### src/cefa_defines.vh
// constants for the converter event flag aggregator
`ifndef CEFA_DEFINES_VH
`define CEFA_DEFINES_VH
// register indices (byte address is four times the index)
`define CEFA_IDX_SUMMARY 10'h2c0
`define CEFA_IDX_FLAGS 10'h2c1
`define CEFA_IDX_MASK 10'h2c2
`define CEFA_IDX_LANE 10'h2c4
`define CEFA_IDX_CTRL 10'h2c8
`define CEFA_AW 12
// flag bit positions
`define CEFA_BIT_LANE 5
`define CEFA_BIT_PLL 4
`define CEFA_BIT_LINK 3
`define CEFA_BIT_REALIGN 2
`define CEFA_BIT_RSVD 1
`define CEFA_BIT_CLK 0
// reset values
`define CEFA_FLAGS_RST 8'h3f
`define CEFA_MASK_RST 8'h3f
`define CEFA_LANE_RST 8'hff
`define CEFA_CTRL_RST 8'h00
// writable bits of the flag register (bits 5:0)
`define CEFA_FLAG_BITS 8'h3f
// control register fields
`define CEFA_CTRL_LINK_EN 0
`define CEFA_CTRL_PIN_SEL 1
`define CEFA_CTRL_MODE_66 2
`define CEFA_CTRL_SOFT_RST 7
`define CEFA_CTRL_WMASK 8'h07
`endif

### src/cefa_top.v
// event flag, mask and summary registers with avalon-mm slave
//
// The Avalon-MM slave port was decided locally.
`timescale 1ns/1ns
`default_nettype none
`include "cefa_defines.vh"

// register map, byte address is four times the word index
//   0xb00 summary, bit 0 set while any unmasked flag is up
//   0xb04 sticky flags, write one to clear
//   0xb08 mask, a set bit hides its flag from the summary
//   0xb10 per-lane buffer flags, write one to clear
//   0xb20 control: link enable, pin select, 64b66b mode, soft reset
// bus timing: a request waits one cycle; a write lands on the edge
// where waitrequest is seen low, and read data stand on that edge
// and are held until the next read
// flags other than bit 3 are not gated by the link enable; the host clears them
// after enabling the link, as their earlier state means nothing

// Function
// - summary is one if any unmasked flag
// - summary drives status pin when selected
// - lane buffer error sets bit 5
// - serializer pll unlock sets bit 4
// - 8b10b: enabled link outside user-data sets bit 3
// - 64b66b: startup or realignment sets bit 3
// - sysref realignment sets bit 2
// - divider mismatch a/b vs c/d sets bit 0
// - flags sticky, write one clears
// - reset and soft reset give flags 0x3f
// - only clock flag meaningful while link disabled
// - mask bit hides flag from summary only
// - mask resets to 0x3f
// - per-lane flags set per lane, w1c
// - clearing lane buffer flag clears all lane flags
module cefa_top
(
  input wire clk,
  input wire nrst,
  input wire [11:0] avs_address,
  input wire avs_read,
  input wire avs_write,
  input wire [31:0] avs_writedata,
  input wire [3:0] avs_byteenable,
  output reg [31:0] avs_readdata,
  output reg avs_waitrequest,
  input wire [7:0] lane_active,
  input wire [7:0] lane_buffer_err,
  input wire serializer_pll_locked,
  input wire user_data_state,
  input wire link_realign_evt,
  input wire sysref_realign_evt,
  input wire [3:0] div_state_ab,
  input wire [3:0] div_state_cd,
  output reg calibration_status_pin,
  output reg serial_link_enable,
  output reg link_mode_66
);

  reg [7:0] flags_r;
  reg [7:0] flags_nxt;
  reg [7:0] mask_r;
  reg [7:0] lane_r;
  reg [7:0] lane_nxt;
  reg [7:0] ctrl_r;
  reg link_en_d_r;
  reg ack_r;
  reg [7:0] rd_nxt;
  wire [9:0] idx;
  wire req;
  wire acc;
  wire wr_flags;
  wire wr_mask;
  wire wr_lane;
  wire wr_ctrl;
  wire soft_rst;
  wire summary;
  wire [7:0] evt;
  wire lane_evt;
  wire link_evt;

  // true when the low byte lane is written at the given index
  function hit_wr;
    input [9:0] a;
    input [9:0] target;
    input w;
    input be0;
    begin
      hit_wr = w & be0 & (a == target);
    end
  endfunction

  assign idx = avs_address[`CEFA_AW-1:2];
  assign req = (avs_read | avs_write) & ~ack_r;
  // writes complete only on the edge where waitrequest is low
  assign acc = (avs_read | avs_write) & ~avs_waitrequest;
  assign wr_flags = acc & hit_wr(idx, `CEFA_IDX_FLAGS, avs_write, avs_byteenable[0]);
  assign wr_mask = acc & hit_wr(idx, `CEFA_IDX_MASK, avs_write, avs_byteenable[0]);
  assign wr_lane = acc & hit_wr(idx, `CEFA_IDX_LANE, avs_write, avs_byteenable[0]);
  assign wr_ctrl = acc & hit_wr(idx, `CEFA_IDX_CTRL, avs_write, avs_byteenable[0]);
  assign soft_rst = wr_ctrl & avs_writedata[`CEFA_CTRL_SOFT_RST];

  // summary is a pure function of flags and mask, no delay
  assign summary = |(flags_r & ~mask_r & `CEFA_FLAG_BITS);

  // per-lane errors only count on active lanes
  assign lane_evt = |(lane_buffer_err & lane_active);
  // link flag source depends on the encoding mode
  assign link_evt = ctrl_r[`CEFA_CTRL_MODE_66]
    ? ((ctrl_r[`CEFA_CTRL_LINK_EN] & ~link_en_d_r) | link_realign_evt)
    : (ctrl_r[`CEFA_CTRL_LINK_EN] & ~user_data_state);

  // event vector in flag bit order; only bit 3 depends on the link enable
  assign evt = {2'b00, lane_evt, ~serializer_pll_locked, link_evt, sysref_realign_evt, 1'b0,
                (div_state_ab != div_state_cd)};

  // sticky flags: write one clears, a same-cycle event wins
  always @*
  begin
    flags_nxt = flags_r;
    if (wr_flags)
    begin
      flags_nxt = flags_r & ~(avs_writedata[7:0] & `CEFA_FLAG_BITS);
    end
    flags_nxt = (flags_nxt | evt) & `CEFA_FLAG_BITS;
  end

  // per-lane flags, also wiped by clearing the lane buffer flag
  always @*
  begin
    lane_nxt = lane_r;
    if (wr_lane)
    begin
      lane_nxt = lane_r & ~avs_writedata[7:0];
    end
    if (wr_flags & avs_writedata[`CEFA_BIT_LANE])
    begin
      lane_nxt = 8'h00;
    end
    lane_nxt = lane_nxt | (lane_buffer_err & lane_active);
  end

  // read data mux; unmapped reads return zero
  always @*
  begin
    rd_nxt = 8'h00;
    if (idx == `CEFA_IDX_SUMMARY)
      rd_nxt = {7'h00, summary};
    else if (idx == `CEFA_IDX_FLAGS)
      rd_nxt = flags_r;
    else if (idx == `CEFA_IDX_MASK)
      rd_nxt = mask_r;
    else if (idx == `CEFA_IDX_LANE)
      rd_nxt = lane_r;
    else if (idx == `CEFA_IDX_CTRL)
      rd_nxt = ctrl_r;
  end

  // sticky flag register, soft reset restores defaults
  always @(posedge clk or negedge nrst)
  begin
    if (!nrst)
    begin
      flags_r <= `CEFA_FLAGS_RST;
    end
    else if (soft_rst)
    begin
      flags_r <= `CEFA_FLAGS_RST;
    end
    else
    begin
      flags_r <= flags_nxt;
    end
  end

  // mask register, stored as written
  always @(posedge clk or negedge nrst)
  begin
    if (!nrst)
    begin
      mask_r <= `CEFA_MASK_RST;
    end
    else if (soft_rst)
    begin
      mask_r <= `CEFA_MASK_RST;
    end
    else if (wr_mask)
    begin
      mask_r <= avs_writedata[7:0];
    end
  end

  // per-lane flag register
  always @(posedge clk or negedge nrst)
  begin
    if (!nrst)
    begin
      lane_r <= `CEFA_LANE_RST;
    end
    else if (soft_rst)
    begin
      lane_r <= `CEFA_LANE_RST;
    end
    else
    begin
      lane_r <= lane_nxt;
    end
  end

  // control register; soft reset bit is not stored
  always @(posedge clk or negedge nrst)
  begin
    if (!nrst)
    begin
      ctrl_r <= `CEFA_CTRL_RST;
    end
    else if (soft_rst)
    begin
      ctrl_r <= `CEFA_CTRL_RST;
    end
    else if (wr_ctrl)
    begin
      ctrl_r <= avs_writedata[7:0] & `CEFA_CTRL_WMASK;
    end
  end

  // delayed link enable for the 64b66b startup edge
  always @(posedge clk or negedge nrst)
  begin
    if (!nrst)
    begin
      link_en_d_r <= 1'b0;
    end
    else if (soft_rst)
    begin
      link_en_d_r <= 1'b0;
    end
    else
    begin
      link_en_d_r <= ctrl_r[`CEFA_CTRL_LINK_EN];
    end
  end

  // bus handshake: one wait cycle, then waitrequest low for one cycle
  always @(posedge clk or negedge nrst)
  begin
    if (!nrst)
    begin
      ack_r <= 1'b0;
      avs_waitrequest <= 1'b1;
    end
    else
    begin
      ack_r <= req;
      avs_waitrequest <= ~req;
    end
  end

  // read data captured as the request is taken, held until next read
  always @(posedge clk or negedge nrst)
  begin
    if (!nrst)
    begin
      avs_readdata <= 32'h0000_0000;
    end
    else if (req & avs_read)
    begin
      avs_readdata <= {24'h000000, rd_nxt};
    end
  end

  // status pin follows the summary when selected
  always @(posedge clk or negedge nrst)
  begin
    if (!nrst)
    begin
      calibration_status_pin <= 1'b0;
    end
    else
    begin
      calibration_status_pin <= ctrl_r[`CEFA_CTRL_PIN_SEL] & summary;
    end
  end

  // registered copies of control state
  always @(posedge clk or negedge nrst)
  begin
    if (!nrst)
    begin
      serial_link_enable <= 1'b0;
      link_mode_66 <= 1'b0;
    end
    else
    begin
      serial_link_enable <= ctrl_r[`CEFA_CTRL_LINK_EN];
      link_mode_66 <= ctrl_r[`CEFA_CTRL_MODE_66];
    end
  end

endmodule // cefa_top
`default_nettype wire

### config.mk
export PLATFORM = sky130hd
export DESIGN_NAME = cefa_top
export DESIGN_NICKNAME = d
export VERILOG_FILES = /design/src/cefa_top.v
export VERILOG_INCLUDE_DIRS = /design/src
export SDC_FILE = /design/constraint.sdc
export NUM_CORES = 1
export LEC_CHECK = 0
export BUFFER_PORTS_ARGS = -buffer_cell sky130_fd_sc_hd__buf_2
export CAP_MARGIN = 40
export CORE_ASPECT_RATIO = 0.75
export CORE_MARGIN = 2
export CORE_UTILIZATION = 47
export CTS_BUF_LIST = sky130_fd_sc_hd__clkbuf_2
export DETAILED_ROUTE_END_ITERATION = 6
export GPL_TIMING_DRIVEN = 0
export PLACE_DENSITY_LB_ADDON = 0.1
export SETUP_SLACK_MARGIN = 0.02
export SLEW_MARGIN = 30
export SYNTH_ARGS = -nofsm -noshare
export SYNTH_HDL_FRONTEND = slang
export SYNTH_SLANG_ARGS = --single-unit
### constraint.sdc
create_clock -name clk -period 2 [get_ports clk]
set_input_delay 0.3 -clock clk [delete_from_list [all_inputs] [get_ports clk]]
set_output_delay 0.3 -clock clk [all_outputs]
set_load 0.05 [all_outputs]
Word-level counts from Yosys, hierarchy flattened
Cells that the tools add are included.

storage, ports and cells
  register bits after elaboration = 44
  output and inout port bits = 36

operators by class
  eq/ne operators = 6
  multiplexer cells = 16
  bitwise operators = 34
  reductions and logical operators = 4

operators by type and width
  operator              number
  $mux 8                12
  $eq 10x10->1 const B  5
  $and 1x1->1           17
  $and 8x8->8           2
  $and 6x6->6           2
  $mux 6                2
  $not 6->6             2
  $not 8->8             1
  $or 8x8->8            1
  $reduce_or 8->1       1
  $not 1->1             6
  $or 6x6->6            1
  $reduce_or 6->1       1
  $ne 4x4->1            1
  $reduce_bool 2->1     2
  $mux 1                2
  $or 1x1->1            2

Logic depth before layout (Yosys ltp)
  word-level depth = 7
  depth in mapped cells = 6

Least setup slack after synthesis
No wires, ideal clock.

  path kind = input port to flip-flop
  from = input avs_address[2]
  to = register lane_r[6]
  library setup time = 0.084 ns
  data arrival time = 1.795 ns
  required time = 1.916 ns
  setup slack = 0.121 ns
  cell stages on the path = 5
  buffers on the path = 1
  path through = buf_6 or4b_4 nor4_4 nand2_2 a311o_1

between the ends
  longest elaborated chain between the ends = 7

ends and longest elaborated chain
  what                                   RTL line                        RTL
  start, declared                        cefa_top.v:40                   input wire [11:0] avs_address,
  $eq 10x10->1                           cefa_top.v:89                   hit_wr = w & be0 & (a == target);
  $and 1x1->1                            cefa_top.v:89
  $and 1x1->1 (on tied branches)         cefa_top.v:99, cefa_top.v:97
  $mux 8 or $and 1x1->1 (tied branches)  cefa_top.v:132, cefa_top.v:136
  $mux 8                                 cefa_top.v:136                  if (wr_flags & avs_writedata[`CEFA_BIT_LANE])
  $or 8x8->8                             cefa_top.v:140                  lane_nxt = lane_nxt | (lane_buffer_err & lane_active);
  $mux 8 *                               cefa_top.v:200                  else if (soft_rst)
  end signal, assigned                   cefa_top.v:198                  lane_r <= `CEFA_LANE_RST;
  end signal, assigned                   cefa_top.v:202                  lane_r <= `CEFA_LANE_RST;
  end signal, assigned                   cefa_top.v:206                  lane_r <= lane_nxt;
  end, declared                          cefa_top.v:63                   reg [7:0] lane_r;

Every way passes the cells marked *; elsewhere a longest branch is shown, timed or not.
A chain may end at the register's enable or synchronous reset.

Worst setup path after layout
  from = input avs_address[3]
  to = register lane_r[6]

Same word-level chain as after synthesis.

==> summary.md <==
| Metric | Value |
|---|---|
| Run status | finished clean |
| End of the worst register-to-register path | lane_r[6]$_DFF_PN1_ |
| Die Y | 63.78 um |
| Area of the multi-input gates | about 0.0011 mm^2 |
| Top_reg_cell synth | dfstp_2 |
| Syn Area/Cell | 9.998 um^2 |
| Initial Util | about half |
| Finish-stage setup viols | 0 |
| Initial DRC count | about 120 |
| Remaining Overflow, GRT | 0 |
| FF/Latch Area | 0.001002 mm^2 |
| Crit share post-route | just over 90% |
| FF-to-FF Start | avs_waitrequest$_DFF_PN1_ |
| Fillers | between 400 and 500 |
| Core area | about 0.0045 mm^2 |
| Std cell rows | 21 |
| Fin area | around 0.0028 mm^2 |
| Final core occ | just over 60% |
| Ranking of synthesized cells by area | dfstp_2 (25%), dfrtp_1 (20%), buf_4 (8.7%) |
| GRT met1 Usage | a little under a third |
| Clock Tree Buf Depth | 2 |
| Remaining antenna violation count after routing | 0 |
| Clk_skew | 0.02940 ns |
| Area Overhead vs Synth | 25.14% |
| DIE WIDTH | 83.71 um |
| Required @ worst endpoint | between 2 and 2.5 ns |
| Detail-routed via count per cell | between 5 and 6 |
| H-tree levels | 2 |
| First-pass GRT wire length | ~8.5 mm |
| Static Leak | around 1.4 nW |
| DRC | 0 |
| Slew @ Worst Pin | about 0.60 ns |
| Flops & latches, synth | 39 |
| Post-synth EDFFs | 0 |
| CTS tree | done |
| Final #Nets | 399 |
| Pwr dens | between 500 and 600 mW/mm^2 |
| Total track usage | approximately 20% |
| Period minus WS final | 1.854 ns |
| Fmax | about 540 MHz |
| Register area share after synthesis | between 40% and 50% |
| Layer with the highest usage | met1 |
| Via Count | around 1900 |
| Arrival @ worst endpoint | approximately 2.2 ns |
| Hold EP | flags_r[2]$_DFF_PN1_ |
| Post-synth top area share | ~25% |
| Hold depth | 2 |
| Hold_sp | sysref_realign_evt |
| R2r setup slk | approximately 0.18 ns |
| First-pass detailed-route iteration total | 4 |
| Leading area contributor after synthesis | dfstp_2 |
| RSZ-0062 raised after global routing | no |
| Skew-Pair Late Insertion Delay | approximately 0.38 ns |
| Met2 Use GR | a little under a third |
| WL final | just over 5 mm |
| Cell Area, Placed | 0.002735 mm^2 |
| Hold Crit Class | primary input to flip-flop |
| Setup ws final | 0.1456 ns |
| Fin. Hold Viols | 0 |
| Share of layout cells above drive strength 1 | 40.00% |
| Die Area | roughly 0.0053 mm^2 |
| Setup bufs post-CTS | 0 |
| Startpoint Class | primary input |
| IO Port Bufs | 61 |
| Antenna diodes | 0 |
| Max cap viols | 0 |
| CTS Buf Count | 5 |
| Synthesized instance count | between 200 and 250 |
| Largest net degree at the start of global routing | 23 |
| Max FO, Critical Path | 8 |
| Yosys warnings | 0 |
| Initial antenna violation count | 0 |
| Slew Limit Fails | 0 |
| Post-synth ARST share | between 90% and 100% |
| Pre-CTS setup slack | -0.4754 ns |
| # clock sinks | 39 |
| Total power | between 0.001 and 0.0015 W |
| WL/cell | ~14 um |
| Setup CP Type | primary input to flip-flop |
| Clk Tree Root Cell | clkbuf_2 |
| Yosys cell types | 43 |
| Hpwl dp | approximately 4.1 mm |
| Met3 usage | under 10% |
| Synthesized area | 0.002240 mm^2 |
| R2r worst-path depth | 4 |
| I/O pins | about 120 |
| CP Capture Type | flip-flop |
| Vias in the first global route | about 1700 |
| Placer Congestion | roughly 0.83 |
| Slew headroom | about 60% |
| VDD IR max | roughly 0.31 mV |
| Clock Pin Slew Worst Setup and Hold Paths | about 0.18 ns |
-- cell families (layout without fill, tap and decap cells) --
logic type                Yosys count  count (layout)  synth area share [%]
AOI/OAI and AO/OA                  46              46                 15.36
xor gates and xnor gates            4               4                 1.564
buffers and inverters              37             110                 10.89
DFF                                39              39                 44.75
muxes                              11              11                 5.084
other                               1              24                0.1674
and+or+nand+nor                    86              86                 22.18
-- flip-flops by register name, summed over array words and instances, names as in the netlist --
| signal | cells |
|---|---|
| avs_readdata | 8 |
| lane_r | 8 |
| mask_r | 8 |
| flags_r | 6 |
| ctrl_r | 3 |
| ack_r | 1 |
| avs_waitrequest | 1 |
| calibration_status_pin | 1 |
| link_en_d_r | 1 |
| link_mode_66 | 1 |
| serial_link_enable | 1 |
-- through the flow --
| step | instances | hold WS, ns | setup TNS [ns] |
|---|---|---|---|
| 6_report | 377 | 0.1155 | 0 |
| 2_1_floorplan | 247 | 0.004409 | 0 |
| 4_1_cts | 376 | 0.009710 | 0 |
| 3_3_place_gp | 365 | 0.3830 | -5.670 |
| 3_5_place_dp | 367 | 0.2741 | -5.171 |
| 5_1_grt | 377 | 0.08515 | 0 |
-- layer usage --
metal,vias up,share of wire (%)
met5,-,0
met3,4,7.3
met2,84,43
met4,0,0.41
li1,944,-
met1,878,49
-- worst max-delay path by stage --
stage                         startpoint                  end  slack [ns]  depth (start not counted)
2_1_floorplan             avs_address[2]  lane_r[6]$_DFF_PN1_        0.12                          5
3_3_place_gp              avs_address[3]  lane_r[1]$_DFF_PN1_       -0.44                          5
3_5_place_dp              avs_address[3]  lane_r[1]$_DFF_PN1_       -0.48                          5
4_1_cts        avs_waitrequest$_DFF_PN1_  lane_r[6]$_DFF_PN1_        0.16                          5
5_1_grt        avs_waitrequest$_DFF_PN1_  lane_r[1]$_DFF_PN1_        0.03                          4
6_report                  avs_address[3]  lane_r[6]$_DFF_PN1_        0.15                          5
-- cell usage in the layout, fill, tap and decap left out, types with 4 or more instances in the layout --
master	n
a22o_1	7
mux2i_1	8
nor2b_1	9
and2_1	5
and2_0	4
o21ai_0	6
nand3_1	5
dfrtp_1	18
or3_1	4
nand2b_1	4
inv_1	9
buf_4	26
buf_2	62
dfstp_2	21
nand2_1	28
conb_1	24
a21oi_1	8
xnor2_1	4
a311o_1	8
clkbuf_2	6
nor2_1	9
-- critical path, cell delays in order --
cell,delay [ns]
buf_2,0.15
or4b_4,0.56
nor4_4,0.55
nand2_2,0.22
a311o_1,0.39
-- cell usage after synthesis, types with 2 or more instances --
cell type and instances:
nand2b_1 4, and2_1 5, nor2b_1 9, o31ai_1 3, nand4bb_1 2, dfstp_2 21, nor3_1 3, nand2_1 28
inv_1 9, buf_4 26, dfrtp_1 18, nor2_1 9, a21o_1 3, mux2_2 3, and2_0 4, o21ai_0 6
xnor2_1 4, a221oi_1 2, a22oi_1 3, o22ai_1 3, nor4b_1 2, mux2i_1 8, nor4b_2 2, or3_1 4
a22o_1 7, nand3_1 5, a21oi_1 8, a311o_1 8
-- timing repair --
action | in CTS | in global routing
hold buffers | 1 | 1
hold endpoints to repair | 13 | 1
endpoints found under the setup margin | 7 | 0
gates resized for setup | 1 | 0
-- power breakdown --
part,internal [W],switching (W)
sequential,0.000801,0.00000377
combinational,0.000119,0.000206
clock,0.0000862,0.000244
-- layout make-up --
class | instances | area share (%)
plain buffers | 28 | 7.500
clock buffers | 6 | 1.071
clock inverters | 2 | 0.3125
inverters | 9 | 1.205
multi-input cells | 171 | 38.84
flip-flops and latches | 39 | 35.76
well taps | 57 | 2.545
repair buffers | 65 | 12.77
Note: power is estimated with default switching activity, not from simulation.
